File: config.mk
export PLATFORM = sky130hd
export DESIGN_NAME = hdlc_tx_ctrl
export DESIGN_NICKNAME = d
export VERILOG_FILES = /design/src/rtl/hdlc_tx_pkg.sv /design/src/rtl/hdlc_tx_ctrl.sv
export SDC_FILE = /design/constraint.sdc
export NUM_CORES = 2
export LEC_CHECK = 0
export ABC_AREA = 0
export BUFFER_PORTS_ARGS = -buffer_cell sky130_fd_sc_hd__buf_2
export CAP_MARGIN = 10
export CELL_PAD_IN_SITES_DETAIL_PLACEMENT = 1
export CELL_PAD_IN_SITES_GLOBAL_PLACEMENT = 1
export CORE_ASPECT_RATIO = 1.2
export CORE_MARGIN = 3
export CORE_UTILIZATION = 50
export CTS_BUF_LIST = sky130_fd_sc_hd__clkbuf_2 sky130_fd_sc_hd__clkbuf_4 sky130_fd_sc_hd__clkbuf_8
export CTS_CLUSTER_DIAMETER = 100
export DETAILED_ROUTE_END_ITERATION = 12
export PLACE_DENSITY_LB_ADDON = 0.3
export SYNTH_ARGS = -nofsm -noshare
export SYNTH_HDL_FRONTEND = slang
export SYNTH_SLANG_ARGS = --single-unit
File: constraint.sdc
create_clock -name I_MCLK -period 12.2 [get_ports I_MCLK]
set_input_delay 1.22 -clock I_MCLK [delete_from_list [all_inputs] [get_ports I_MCLK]]
set_output_delay 1.22 -clock I_MCLK [all_outputs]
set_load 0.01 [all_outputs]
File: src/rtl/hdlc_tx_pkg.sv
// constants for the per-port hdlc transmit packet controller:
// register indices, field positions, reset values, framing bytes and timing.
// assumes a 25 MHz register clock and a single port instance per module.
package hdlc_tx_pkg;
  // bus and storage widths
  localparam int ADDR_W = 16;
  localparam int DATA_W = 32;
  localparam int DEPTH = 256;
  localparam int PTR_W = 8;
  localparam int CNT_W = 9;
  // register indices (byte address is four times the index)
  localparam logic [11:0] IDX_CTRL = 12'h0A0;
  localparam logic [11:0] IDX_DATA = 12'h0A2;
  localparam logic [11:0] IDX_STAT = 12'h0A4;
  localparam logic [11:0] IDX_LATCH = 12'h0A6;
  localparam logic [11:0] IDX_IE = 12'h0A8;
  // control register fields
  localparam int CTRL_THR_HI = 12;
  localparam int CTRL_THR_LO = 8;
  localparam int CTRL_INHIBIT = 6;
  localparam int CTRL_CORRUPT = 5;
  localparam int CTRL_FILL = 4;
  localparam int CTRL_MSB = 3;
  localparam int CTRL_INV = 2;
  localparam int CTRL_OMIT = 1;
  localparam int CTRL_FLUSH = 0;
  localparam logic [15:0] CTRL_RESET = 16'h0800;
  localparam logic [15:0] CTRL_WMASK = 16'h1F7F;
  // data register fields
  localparam int DATA_BYTE_LO = 8;
  localparam int DATA_END = 0;
  // status register fields
  localparam int STAT_FULL = 2;
  localparam int STAT_EMPTY = 1;
  localparam int STAT_SPACE = 0;
  // latched status and interrupt enable fields
  localparam int EVT_OVF = 5;
  localparam int EVT_UNF = 4;
  localparam int EVT_PEND = 3;
  localparam int EVT_EMPTY = 1;
  localparam int EVT_SPACE = 0;
  localparam logic [15:0] EVT_MASK = 16'h003B;
  localparam logic [15:0] IE_RESET = 16'h0000;
  // framing
  localparam logic [7:0] FLAG_BYTE = 8'h7E;
  localparam logic [7:0] ONES_BYTE = 8'hFF;
  localparam logic [15:0] CRC_INIT = 16'hFFFF;
  localparam logic [15:0] CRC_POLY_REV = 16'h8408;
  localparam logic [2:0] STUFF_RUN = 3'h5;
  // timing
  localparam int CLK_NS = 40;
  localparam int POWERUP_NS = 320;
  localparam int POWERUP_CYC = (POWERUP_NS + CLK_NS - 1) / CLK_NS;
  localparam logic [3:0] POWERUP_LOAD = 4'(POWERUP_CYC);
endpackage
File: src/rtl/hdlc_tx_ctrl.sv
// hdlc transmit packet controller for one port: apb register file, 256-byte
// transmit queue, and a bit-serial framer feeding the overhead bit slot.
// assumes the framer strobe I_TX_SLOT and the apb master share I_MCLK.
//
// Operation
// - the five registers sit at consecutive even indices A0..A8 with twice the port number as the upper digit.
// - storage is available only when free space is at least eight times the threshold field plus one.
// - with new-packet inhibit set the current packet ends and no new one starts.
// - the fcs is the inverted crc-16, or the plain crc-16 when corruption is asked and fcs is on.
// - between frames flag bytes are sent, or all ones when the fill select bit is set.
// - queue bytes go out lsb first, or msb first when the msb-first bit is set.
// - the output-invert bit inverts every outgoing bit.
// - fcs bytes are appended to every packet that ends on its last-byte mark, unless fcs-omit is set.
// - while flush is set the queue is empty, sending halts, the ram is off and data writes are dropped.
// - after flush clears, data writes are dropped until ram power-up ends.
// - the data register carries the byte in bits 15..8 and the last-byte mark in bit 0.
// - a byte is queued only on a write of the upper byte lane, and the data register reads zero.
// - storage-available status reads 1 when free space meets the threshold, else 0.
// - queue-full status reads 1 only when all 256 entries hold data.
//
// Added by the designer: the APB slave port.
module hdlc_tx_ctrl
#(
  parameter logic [1:0] PORT_SEL = 2'h0
)
(
  // clock, enable and reset
  input wire logic I_MCLK,
  input wire logic I_CE,
  input wire logic I_RESET,
  // apb slave
  input wire logic I_PSEL,
  input wire logic I_PENABLE,
  input wire logic I_PWRITE,
  input wire logic [hdlc_tx_pkg::ADDR_W-1:0] I_PADDR,
  input wire logic [hdlc_tx_pkg::DATA_W-1:0] I_PWDATA,
  input wire logic [3:0] I_PSTRB,
  output logic [hdlc_tx_pkg::DATA_W-1:0] O_PRDATA,
  output logic O_PREADY,
  output logic O_PSLVERR,
  // overhead bit slot
  input wire logic I_TX_SLOT,
  output logic O_TX_DATA,
  // housekeeping
  output logic O_RAM_PWR_DOWN,
  output logic O_IRQ
);
  import hdlc_tx_pkg::*;

  typedef enum logic [2:0] {IDLE_S, OPEN_S, DATA_S, FCS_LO_S, FCS_HI_S, CLOSE_S} tx_state_t;

  logic [15:0] ctrl_q, ctrl_d, ie_q, ie_d, lat_q, lat_d, w1c, evt, stat;
  logic [31:0] prdata_q, prdata_d;
  logic pready_q, pready_d, pslverr_q, pslverr_d, irq_q, irq_d;
  logic [8:0] mem [0:DEPTH-1];
  logic [PTR_W-1:0] wr_ptr_q, wr_ptr_d, rd_ptr_q, rd_ptr_d;
  logic [CNT_W-1:0] count_q, count_d, free, thr_bytes;
  logic [3:0] pwr_cnt_q, pwr_cnt_d;
  logic ram_off_q, empty_prev_q, space_prev_q;
  tx_state_t state_q, state_d;
  logic [7:0] sreg_q, sreg_d, fcs_hi_q, fcs_hi_d, head_byte, head_ord;
  logic [2:0] bits_q, bits_d, ones_q, ones_d;
  logic [15:0] crc_q, crc_d, crc_new, fcs_word;
  logic last_q, last_d, txd_q, txd_d, head_end;
  logic [11:0] port_base, idx;
  logic addr_ok, hit_ctrl, hit_data, hit_stat, hit_lat, hit_ie, mapped, setup, access, wr;
  logic flush, discard, push_try, push, pop, ovf_evt, unf_evt, full, empty, space_ok;
  logic start_ok, out_bit, body, flush_fall;

  // one crc-16 step, reflected form, lsb of the transmitted stream first
  function automatic logic [15:0] crc_step(input logic [15:0] c, input logic b);
    logic [15:0] n;
    n = {1'b0, c[15:1]};
    if (c[0] ^ b)
      n = n ^ CRC_POLY_REV;
    return n;
  endfunction

  // address decode for this port's register block
  assign port_base = {1'b0, PORT_SEL, 9'h000};
  assign idx = I_PADDR[13:2];
  assign addr_ok = (I_PADDR[15:14] == 2'h0) && (I_PADDR[1:0] == 2'h0);
  assign hit_ctrl = addr_ok && (idx == port_base + IDX_CTRL);
  assign hit_data = addr_ok && (idx == port_base + IDX_DATA);
  assign hit_stat = addr_ok && (idx == port_base + IDX_STAT);
  assign hit_lat = addr_ok && (idx == port_base + IDX_LATCH);
  assign hit_ie = addr_ok && (idx == port_base + IDX_IE);
  assign mapped = hit_ctrl | hit_data | hit_stat | hit_lat | hit_ie;
  assign setup = I_PSEL & ~I_PENABLE & ~pready_q;
  assign access = I_PSEL & I_PENABLE & pready_q;
  assign wr = access & I_PWRITE;

  // queue occupancy and status word
  assign free = CNT_W'(DEPTH) - count_q;
  assign thr_bytes = {1'b0, ctrl_q[CTRL_THR_HI:CTRL_THR_LO], 3'h0} + 9'h001;
  assign space_ok = free >= thr_bytes;
  assign full = count_q == CNT_W'(DEPTH);
  assign empty = count_q == 9'h000;
  assign stat = {2'h0, free[8:3], 5'h00, full, empty, space_ok};

  // apb answer: ready one cycle after setup, so no wait state
  always_comb
  begin
    pready_d = setup;
    prdata_d = prdata_q;
    pslverr_d = pslverr_q;
    if (setup)
    begin
      pslverr_d = ~mapped;
      prdata_d = 32'h0000_0000; // data register and unmapped read zero
      if (hit_ctrl)
        prdata_d = {16'h0000, ctrl_q};
      if (hit_stat)
        prdata_d = {16'h0000, stat};
      if (hit_lat)
        prdata_d = {16'h0000, lat_q};
      if (hit_ie)
        prdata_d = {16'h0000, ie_q};
    end
  end

  // control, interrupt enable and write-one-to-clear decode
  always_comb
  begin
    ctrl_d = ctrl_q;
    ie_d = ie_q;
    w1c = 16'h0000;
    if (wr && hit_ctrl && I_PSTRB[0])
      ctrl_d[7:0] = I_PWDATA[7:0] & CTRL_WMASK[7:0];
    if (wr && hit_ctrl && I_PSTRB[1])
      ctrl_d[15:8] = I_PWDATA[15:8] & CTRL_WMASK[15:8];
    if (wr && hit_ie && I_PSTRB[0])
      ie_d[7:0] = I_PWDATA[7:0] & EVT_MASK[7:0];
    if (wr && hit_lat && I_PSTRB[0])
      w1c = I_PWDATA[15:0] & EVT_MASK;
  end

  // queue write side, flush and ram power sequencing
  assign flush = ctrl_q[CTRL_FLUSH];
  assign flush_fall = ram_off_q & ~flush;
  assign discard = ram_off_q | (pwr_cnt_q != 4'h0);
  assign push_try = wr & hit_data & I_PSTRB[1] & ~flush & ~discard;
  assign push = push_try & ~full;
  assign ovf_evt = push_try & full;

  always_comb
  begin
    pwr_cnt_d = pwr_cnt_q;
    if (flush)
      pwr_cnt_d = 4'h0;
    else if (flush_fall)
      pwr_cnt_d = POWERUP_LOAD;
    else if (pwr_cnt_q != 4'h0)
      pwr_cnt_d = pwr_cnt_q - 4'h1;
    count_d = CNT_W'(count_q + {8'h00, push} - {8'h00, pop});
    wr_ptr_d = PTR_W'(wr_ptr_q + {7'h00, push});
    rd_ptr_d = PTR_W'(rd_ptr_q + {7'h00, pop});
    if (flush)
    begin
      count_d = 9'h000;
      wr_ptr_d = 8'h00;
      rd_ptr_d = 8'h00;
    end
  end

  // queue head, reordered to suit an lsb-first shifter
  assign head_byte = mem[rd_ptr_q][8:1];
  assign head_end = mem[rd_ptr_q][0];
  generate
    for (genvar g = 0; g < 8; g++)
    begin : g_order
      assign head_ord[g] = ctrl_q[CTRL_MSB] ? head_byte[7-g] : head_byte[g];
    end
  endgenerate

  // crc over the current shifter bit and the fcs that would follow it
  assign crc_new = crc_step(crc_q, sreg_q[0]);
  assign fcs_word = ctrl_q[CTRL_CORRUPT] ? crc_new : ~crc_new;
  assign start_ok = ~empty & ~ctrl_q[CTRL_INHIBIT] & ~flush & ~discard;

  // bit engine: one bit per slot, next byte chosen as the last bit leaves
  always_comb
  begin
    state_d = state_q;
    sreg_d = sreg_q;
    bits_d = bits_q;
    ones_d = ones_q;
    crc_d = crc_q;
    fcs_hi_d = fcs_hi_q;
    last_d = last_q;
    txd_d = txd_q;
    pop = 1'b0;
    unf_evt = 1'b0;
    out_bit = 1'b0;
    body = (state_q == DATA_S) || (state_q == FCS_LO_S) || (state_q == FCS_HI_S);
    if (I_TX_SLOT)
    begin
      if (ones_q == STUFF_RUN)
        ones_d = 3'h0; // stuffed zero
      else
      begin
        out_bit = sreg_q[0];
        sreg_d = {1'b0, sreg_q[7:1]};
        ones_d = (body && out_bit) ? 3'(ones_q + 3'h1) : 3'h0;
        if (state_q == DATA_S)
          crc_d = crc_new;
        bits_d = 3'(bits_q + 3'h1);
        if (bits_q == 3'h7)
        begin
          unique case (state_q)
            IDLE_S, CLOSE_S:
            begin
              if (start_ok)
              begin
                sreg_d = FLAG_BYTE; // opening flag
                state_d = OPEN_S;
              end
              else
              begin
                sreg_d = ctrl_q[CTRL_FILL] ? ONES_BYTE : FLAG_BYTE;
                state_d = IDLE_S;
              end
            end
            OPEN_S:
            begin
              pop = 1'b1;
              sreg_d = head_ord;
              last_d = head_end;
              crc_d = CRC_INIT;
              state_d = DATA_S;
            end
            DATA_S:
            begin
              if (last_q && ctrl_q[CTRL_OMIT])
              begin
                sreg_d = FLAG_BYTE;
                state_d = CLOSE_S;
              end
              else if (last_q)
              begin
                sreg_d = fcs_word[7:0];
                fcs_hi_d = fcs_word[15:8];
                state_d = FCS_LO_S;
              end
              else if (empty)
              begin
                unf_evt = 1'b1;
                sreg_d = FLAG_BYTE;
                state_d = CLOSE_S;
              end
              else
              begin
                pop = 1'b1;
                sreg_d = head_ord;
                last_d = head_end;
              end
            end
            FCS_LO_S:
            begin
              sreg_d = fcs_hi_q;
              state_d = FCS_HI_S;
            end
            FCS_HI_S:
            begin
              sreg_d = FLAG_BYTE; // closing flag
              state_d = CLOSE_S;
            end
          endcase
        end
      end
      txd_d = out_bit ^ ctrl_q[CTRL_INV];
    end
    if (flush && (state_q != IDLE_S))
    begin
      pop = 1'b0; // a halted packet reads nothing and raises no event
      unf_evt = 1'b0;
      state_d = IDLE_S; // halt the packet in flight
      sreg_d = ctrl_q[CTRL_FILL] ? ONES_BYTE : FLAG_BYTE;
      bits_d = 3'h0;
      ones_d = 3'h0;
    end
  end

  // sticky events; a set in the clearing cycle wins
  always_comb
  begin
    evt = 16'h0000;
    evt[EVT_OVF] = ovf_evt;
    evt[EVT_UNF] = unf_evt;
    evt[EVT_PEND] = pop & head_end;
    evt[EVT_EMPTY] = (empty & ~empty_prev_q) | flush_fall;
    evt[EVT_SPACE] = (space_ok & ~space_prev_q) | flush_fall;
    lat_d = (lat_q & ~w1c) | evt;
    irq_d = |(lat_q & ie_q);
  end

  // queue storage, byte and end mark
  always_ff @(posedge I_MCLK)
  begin
    if (I_CE && push)
      mem[wr_ptr_q] <= {I_PWDATA[15:DATA_BYTE_LO], I_PWDATA[DATA_END]};
  end

  // state registers
  always_ff @(posedge I_MCLK)
  begin
    if (I_RESET)
    begin
      ctrl_q <= CTRL_RESET;
      ie_q <= IE_RESET;
      lat_q <= 16'h0000;
      prdata_q <= 32'h0000_0000;
      pready_q <= 1'b0;
      pslverr_q <= 1'b0;
      irq_q <= 1'b0;
      wr_ptr_q <= 8'h00;
      rd_ptr_q <= 8'h00;
      count_q <= 9'h000;
      pwr_cnt_q <= 4'h0;
      ram_off_q <= 1'b0;
      empty_prev_q <= 1'b1;
      space_prev_q <= 1'b1;
      state_q <= IDLE_S;
      sreg_q <= FLAG_BYTE;
      bits_q <= 3'h0;
      ones_q <= 3'h0;
      crc_q <= CRC_INIT;
      fcs_hi_q <= 8'h00;
      last_q <= 1'b0;
      txd_q <= 1'b1;
    end
    else if (I_CE)
    begin
      ctrl_q <= ctrl_d;
      ie_q <= ie_d;
      lat_q <= lat_d;
      prdata_q <= prdata_d;
      pready_q <= pready_d;
      pslverr_q <= pslverr_d;
      irq_q <= irq_d;
      wr_ptr_q <= wr_ptr_d;
      rd_ptr_q <= rd_ptr_d;
      count_q <= count_d;
      pwr_cnt_q <= pwr_cnt_d;
      ram_off_q <= flush;
      empty_prev_q <= empty;
      space_prev_q <= space_ok;
      state_q <= state_d;
      sreg_q <= sreg_d;
      bits_q <= bits_d;
      ones_q <= ones_d;
      crc_q <= crc_d;
      fcs_hi_q <= fcs_hi_d;
      last_q <= last_d;
      txd_q <= txd_d;
    end
  end

  // outputs straight from flops
  assign O_PRDATA = prdata_q;
  assign O_PREADY = pready_q;
  assign O_PSLVERR = pslverr_q;
  assign O_TX_DATA = txd_q;
  assign O_RAM_PWR_DOWN = ram_off_q;
  assign O_IRQ = irq_q;
endmodule

==> impl_results.md <==
- Synthesis warning total: 0
- # clock sinks: 2425
- Ports: 96
- Layout cells sized above 1: 0.264
- Main synth FF type: edfxtp_1
- Antenna violations before repair: 7
- Sort of element at the end of the critical path: register
- CP required: 13.14 ns
- Die Wd: 405 um
- Static power due to leakage: 32.0 nW
- Number of hold buffers added after cts: 0
- Placement Rows: roughly 180
- Overall track demand over capacity in global routing: 0.254
- RSZ-0062 raised after global routing: false
- Detailed Routing Iterations Pass 1: 9
- Final wirelength: about 250000 um
- Nature of the critical path startpoint: register
- TritonCTS Buffers: about 380
- Post-Synthesis Cell Area: 95400 sq um
- Beginning of the worst hold path: I_PWDATA[6]
- Worst vdd ir: 0.0958 mV
- Proportion of total power due to net switching: 0.207
- Pin count of the biggest net entering global routing: 118
- Max-Slew Margin vs Limit: 0.117
- Area post-placement: 98100 sq um
- Initial DRC Count: 5022
- Core ar.: 190000 sq um
- Clock tree from TritonCTS: yes
- Final setup TNS: 0 ns
- Finished layout cell area: 105000 sq um
- Cell chosen for the clock root: clkbuf_8
- Effective utilization at floorplan: 0.503
- Total power density per cell area: between 150 and 200 nW/um^2
- Overall via count from detail_route: 47700
- Portion of total power attributed to combinational logic: 0.013
- Post-cts resize count: 0
- Finished Layout Cells: 7680
- Fraction of met1 tracks used by global routing: 0.333
- Vias in the first global route: just over 50000
- Maxcap violations: 0
- Proportion of power drawn by flip-flops and latches: 0.578
- Placed Cells: 7024
- Avg Synthesized Cell Area: 20.4 sq um
- Cells after Synth: 4666
- Number of max-slew violations in the final report: 0
- Die extent in y: 485 um
- Number of nets still failing antenna checks after routing: 0
- Net switching power: 3.28 mW
- Skew-Pair Late Insertion Delay: 1.08 ns
- Most utilized layer in the global route result: met2
- Overall die area: 196000 sq um
- Worst-path fanout max: 110
- Number of flops mapped to enable cells by yosys: 2304
- Worst hold path type: primary input to register
- Maximum frequency from static timing analysis: 173 MHz
- Drt drc: 0
- Fraction of met3 tracks used by global routing: 0.0450
- Slew at the pin closest to its max-slew limit: 1.31 ns
- IO buf count: 57
- Overflow after GRT: 0
- P_int: 12.5 mW
- Worst hold slack after final layout: between 0.4 and 0.5 ns
- Final count of negative-setup-slack endpoints: 0
- Clock-pin transition on the worst setup and hold timing paths: 0.06 ns
- Crit Path Class: register to register
- Final min period: 5.78 ns
- Wire length of the first global-routing pass: 359000 um
- Final net count: ~5000
- Crit path DAT: 6.72 ns
- CTS Buffer Depth: 4
- Routability cong.: 0.869
- Clock power share: 0.409
- Register bit count reported by yosys: 2425
- Syn-to-layout area delta: 10.2%
- Number of vias per cell after detailed routing: 6.21
- Portion of the clock cycle consumed by the worst path in the final layout: 0.474
- Final Hold Fails: 0
- CTS H-tree depth: 5
- Number of buffers inserted to repair setup after CTS: 0
- Skew final: roughly 0.067 ns
- Routed wirelength normalized by instance count: 32.0 um
- Placed wire-length estimate after detailed placement: 152000 um
- FFs w/ async S/R, synth: 0
- Sequential area share after synthesis: 0.751
- Global routing met2 resource utilization: 0.422
- Distinct cell type count after synthesis: 76
- Status: finished clean
[power by group through the flow]
stage          sequential [mW]  clock, mW  combinational [mW]
6_report                  9.12       6.46               0.206
5_1_grt                   9.11       6.95               0.228
2_1_floorplan             9.29          0              0.0503
3_5_place_dp              9.29          0               0.207
3_3_place_gp              9.29          0               0.190
4_1_cts                   9.12       6.58               0.207
[registers in the layout, indices dropped and copies added (netlist names), 8 cells and up, named ones only]
| signal | cells |
|---|---|
| mem | 2304 |
| crc_q | 16 |
| O_PRDATA | 13 |
| ctrl_q | 12 |
| count_q | 9 |
| fcs_hi_q | 8 |
| rd_ptr_q | 8 |
| sreg_q | 8 |
| wr_ptr_q | 8 |
[layout by cell type (no fill, tap or decap), drive strengths merged, types with 7 or more instances in the layout]
master | synthesis | routed
o221ai | 36 | 36
nand3 | 46 | 46
a31oi | 11 | 11
and3 | 9 | 9
edfxtp | 2304 | 2304
nor2 | 391 | 391
xnor2 | 23 | 23
nor3 | 37 | 37
a211o | 7 | 7
mux2i | 126 | 126
clkinvlp | 0 | 7
a21oi | 89 | 89
nor4 | 8 | 8
a211oi | 20 | 20
mux4 | 637 | 637
conb | 1 | 19
buf | 158 | 135
a22oi | 47 | 47
ha | 33 | 33
o31ai | 11 | 11
nand4 | 11 | 11
or3 | 12 | 12
nor2b | 34 | 34
mux2 | 15 | 15
inv | 36 | 38
o211ai | 8 | 8
clkbuf | 123 | 504
dfxtp | 121 | 121
nand2b | 15 | 15
o22ai | 31 | 31
o21ai | 26 | 26
nand2 | 142 | 142
clkinv | 1 | 144
a221oi | 9 | 9
xor2 | 17 | 17
and2 | 9 | 9
[Yosys cell counts, types with 20 or more instances]
master | number | share of area
nor2_1 | 391 | 0.015
mux2i_1 | 126 | 0.013
nand3_1 | 46 | 0.0024
a211oi_1 | 20 | 0.0016
buf_2 | 52 | 0.0027
o22ai_1 | 31 | 0.0020
nand2_1 | 142 | 0.0056
mux4_2 | 637 | 0.15
buf_1 | 26 | 0.0010
buf_4 | 44 | 0.0035
edfxtp_1 | 2304 | 0.73
buf_6 | 29 | 0.0034
o221ai_1 | 36 | 0.0033
ha_1 | 33 | 0.0043
nor2b_1 | 34 | 0.0022
xnor2_1 | 23 | 0.0021
a22oi_1 | 47 | 0.0037
clkbuf_1 | 123 | 0.0048
inv_1 | 34 | 0.0013
o21ai_0 | 25 | 0.0013
dfxtp_1 | 121 | 0.025
a21oi_1 | 89 | 0.0047
nor3_1 | 37 | 0.0019
[worst paths after layout]
kind / endpoint / slack [ns] / cells after the start
worst min register to register: O_PRDATA[13] / 0.46 / 2
worst max-delay path: sreg_q[6] / 6.42 / 10
worst min-delay path: ctrl_q[6] / 0.40 / 3
worst max register to register: sreg_q[6] / 6.42 / 10
[cells by family (layout without fill, tap and decap cells)]
logic type,count (synthesis),after routing,share of synthesized area
simple gates,738,738,0.0339
flops,2425,2425,0.751
xor+xnor,40,40,0.00367
mux,778,778,0.165
buf+inv,318,832,0.0181
compound gates,332,332,0.0239
other cells,1,23,0.0000393
fa+ha+maj,34,34,0.00454
[critical path: stages (launching register included)]
cell      delay, ns
dfxtp_4        0.72
buf_4          0.42
buf_12         0.57
buf_4          0.72
mux4_2         0.48
mux4_2         0.53
mux4_2         0.56
nor3_1         0.62
nor3_1         0.35
a211oi_1       0.43
o31ai_1        0.10
[final cells by class]
type	count	area [sq um]
well taps	2478	3100
multi-input cells	1941	22100
flip-flops and latches	2425	71600
clock inverters	156	798
fillers	16500	84500
diodes	4	10.0
repair buffers	144	1110
clock buffers	495	6170
inverters	37	144
[metrics by stage]
stage	utilization	total power, mW	setup WS (ns)
3_5_place_dp	0.517	9.50	6.43
3_3_place_gp	0.517	9.48	6.50
5_1_grt	0.554	16.3	6.17
2_1_floorplan	-	9.34	7.53
6_report	0.554	15.8	6.42
4_1_cts	0.554	15.9	6.52
[routing by layer]
metal,up-vias,share of wire
met4,2,0.042
met1,25600,0.38
met3,416,0.068
li1,19700,-
met5,-,0.000053
met2,1995,0.51
Power figures use the tool's default switching activity.
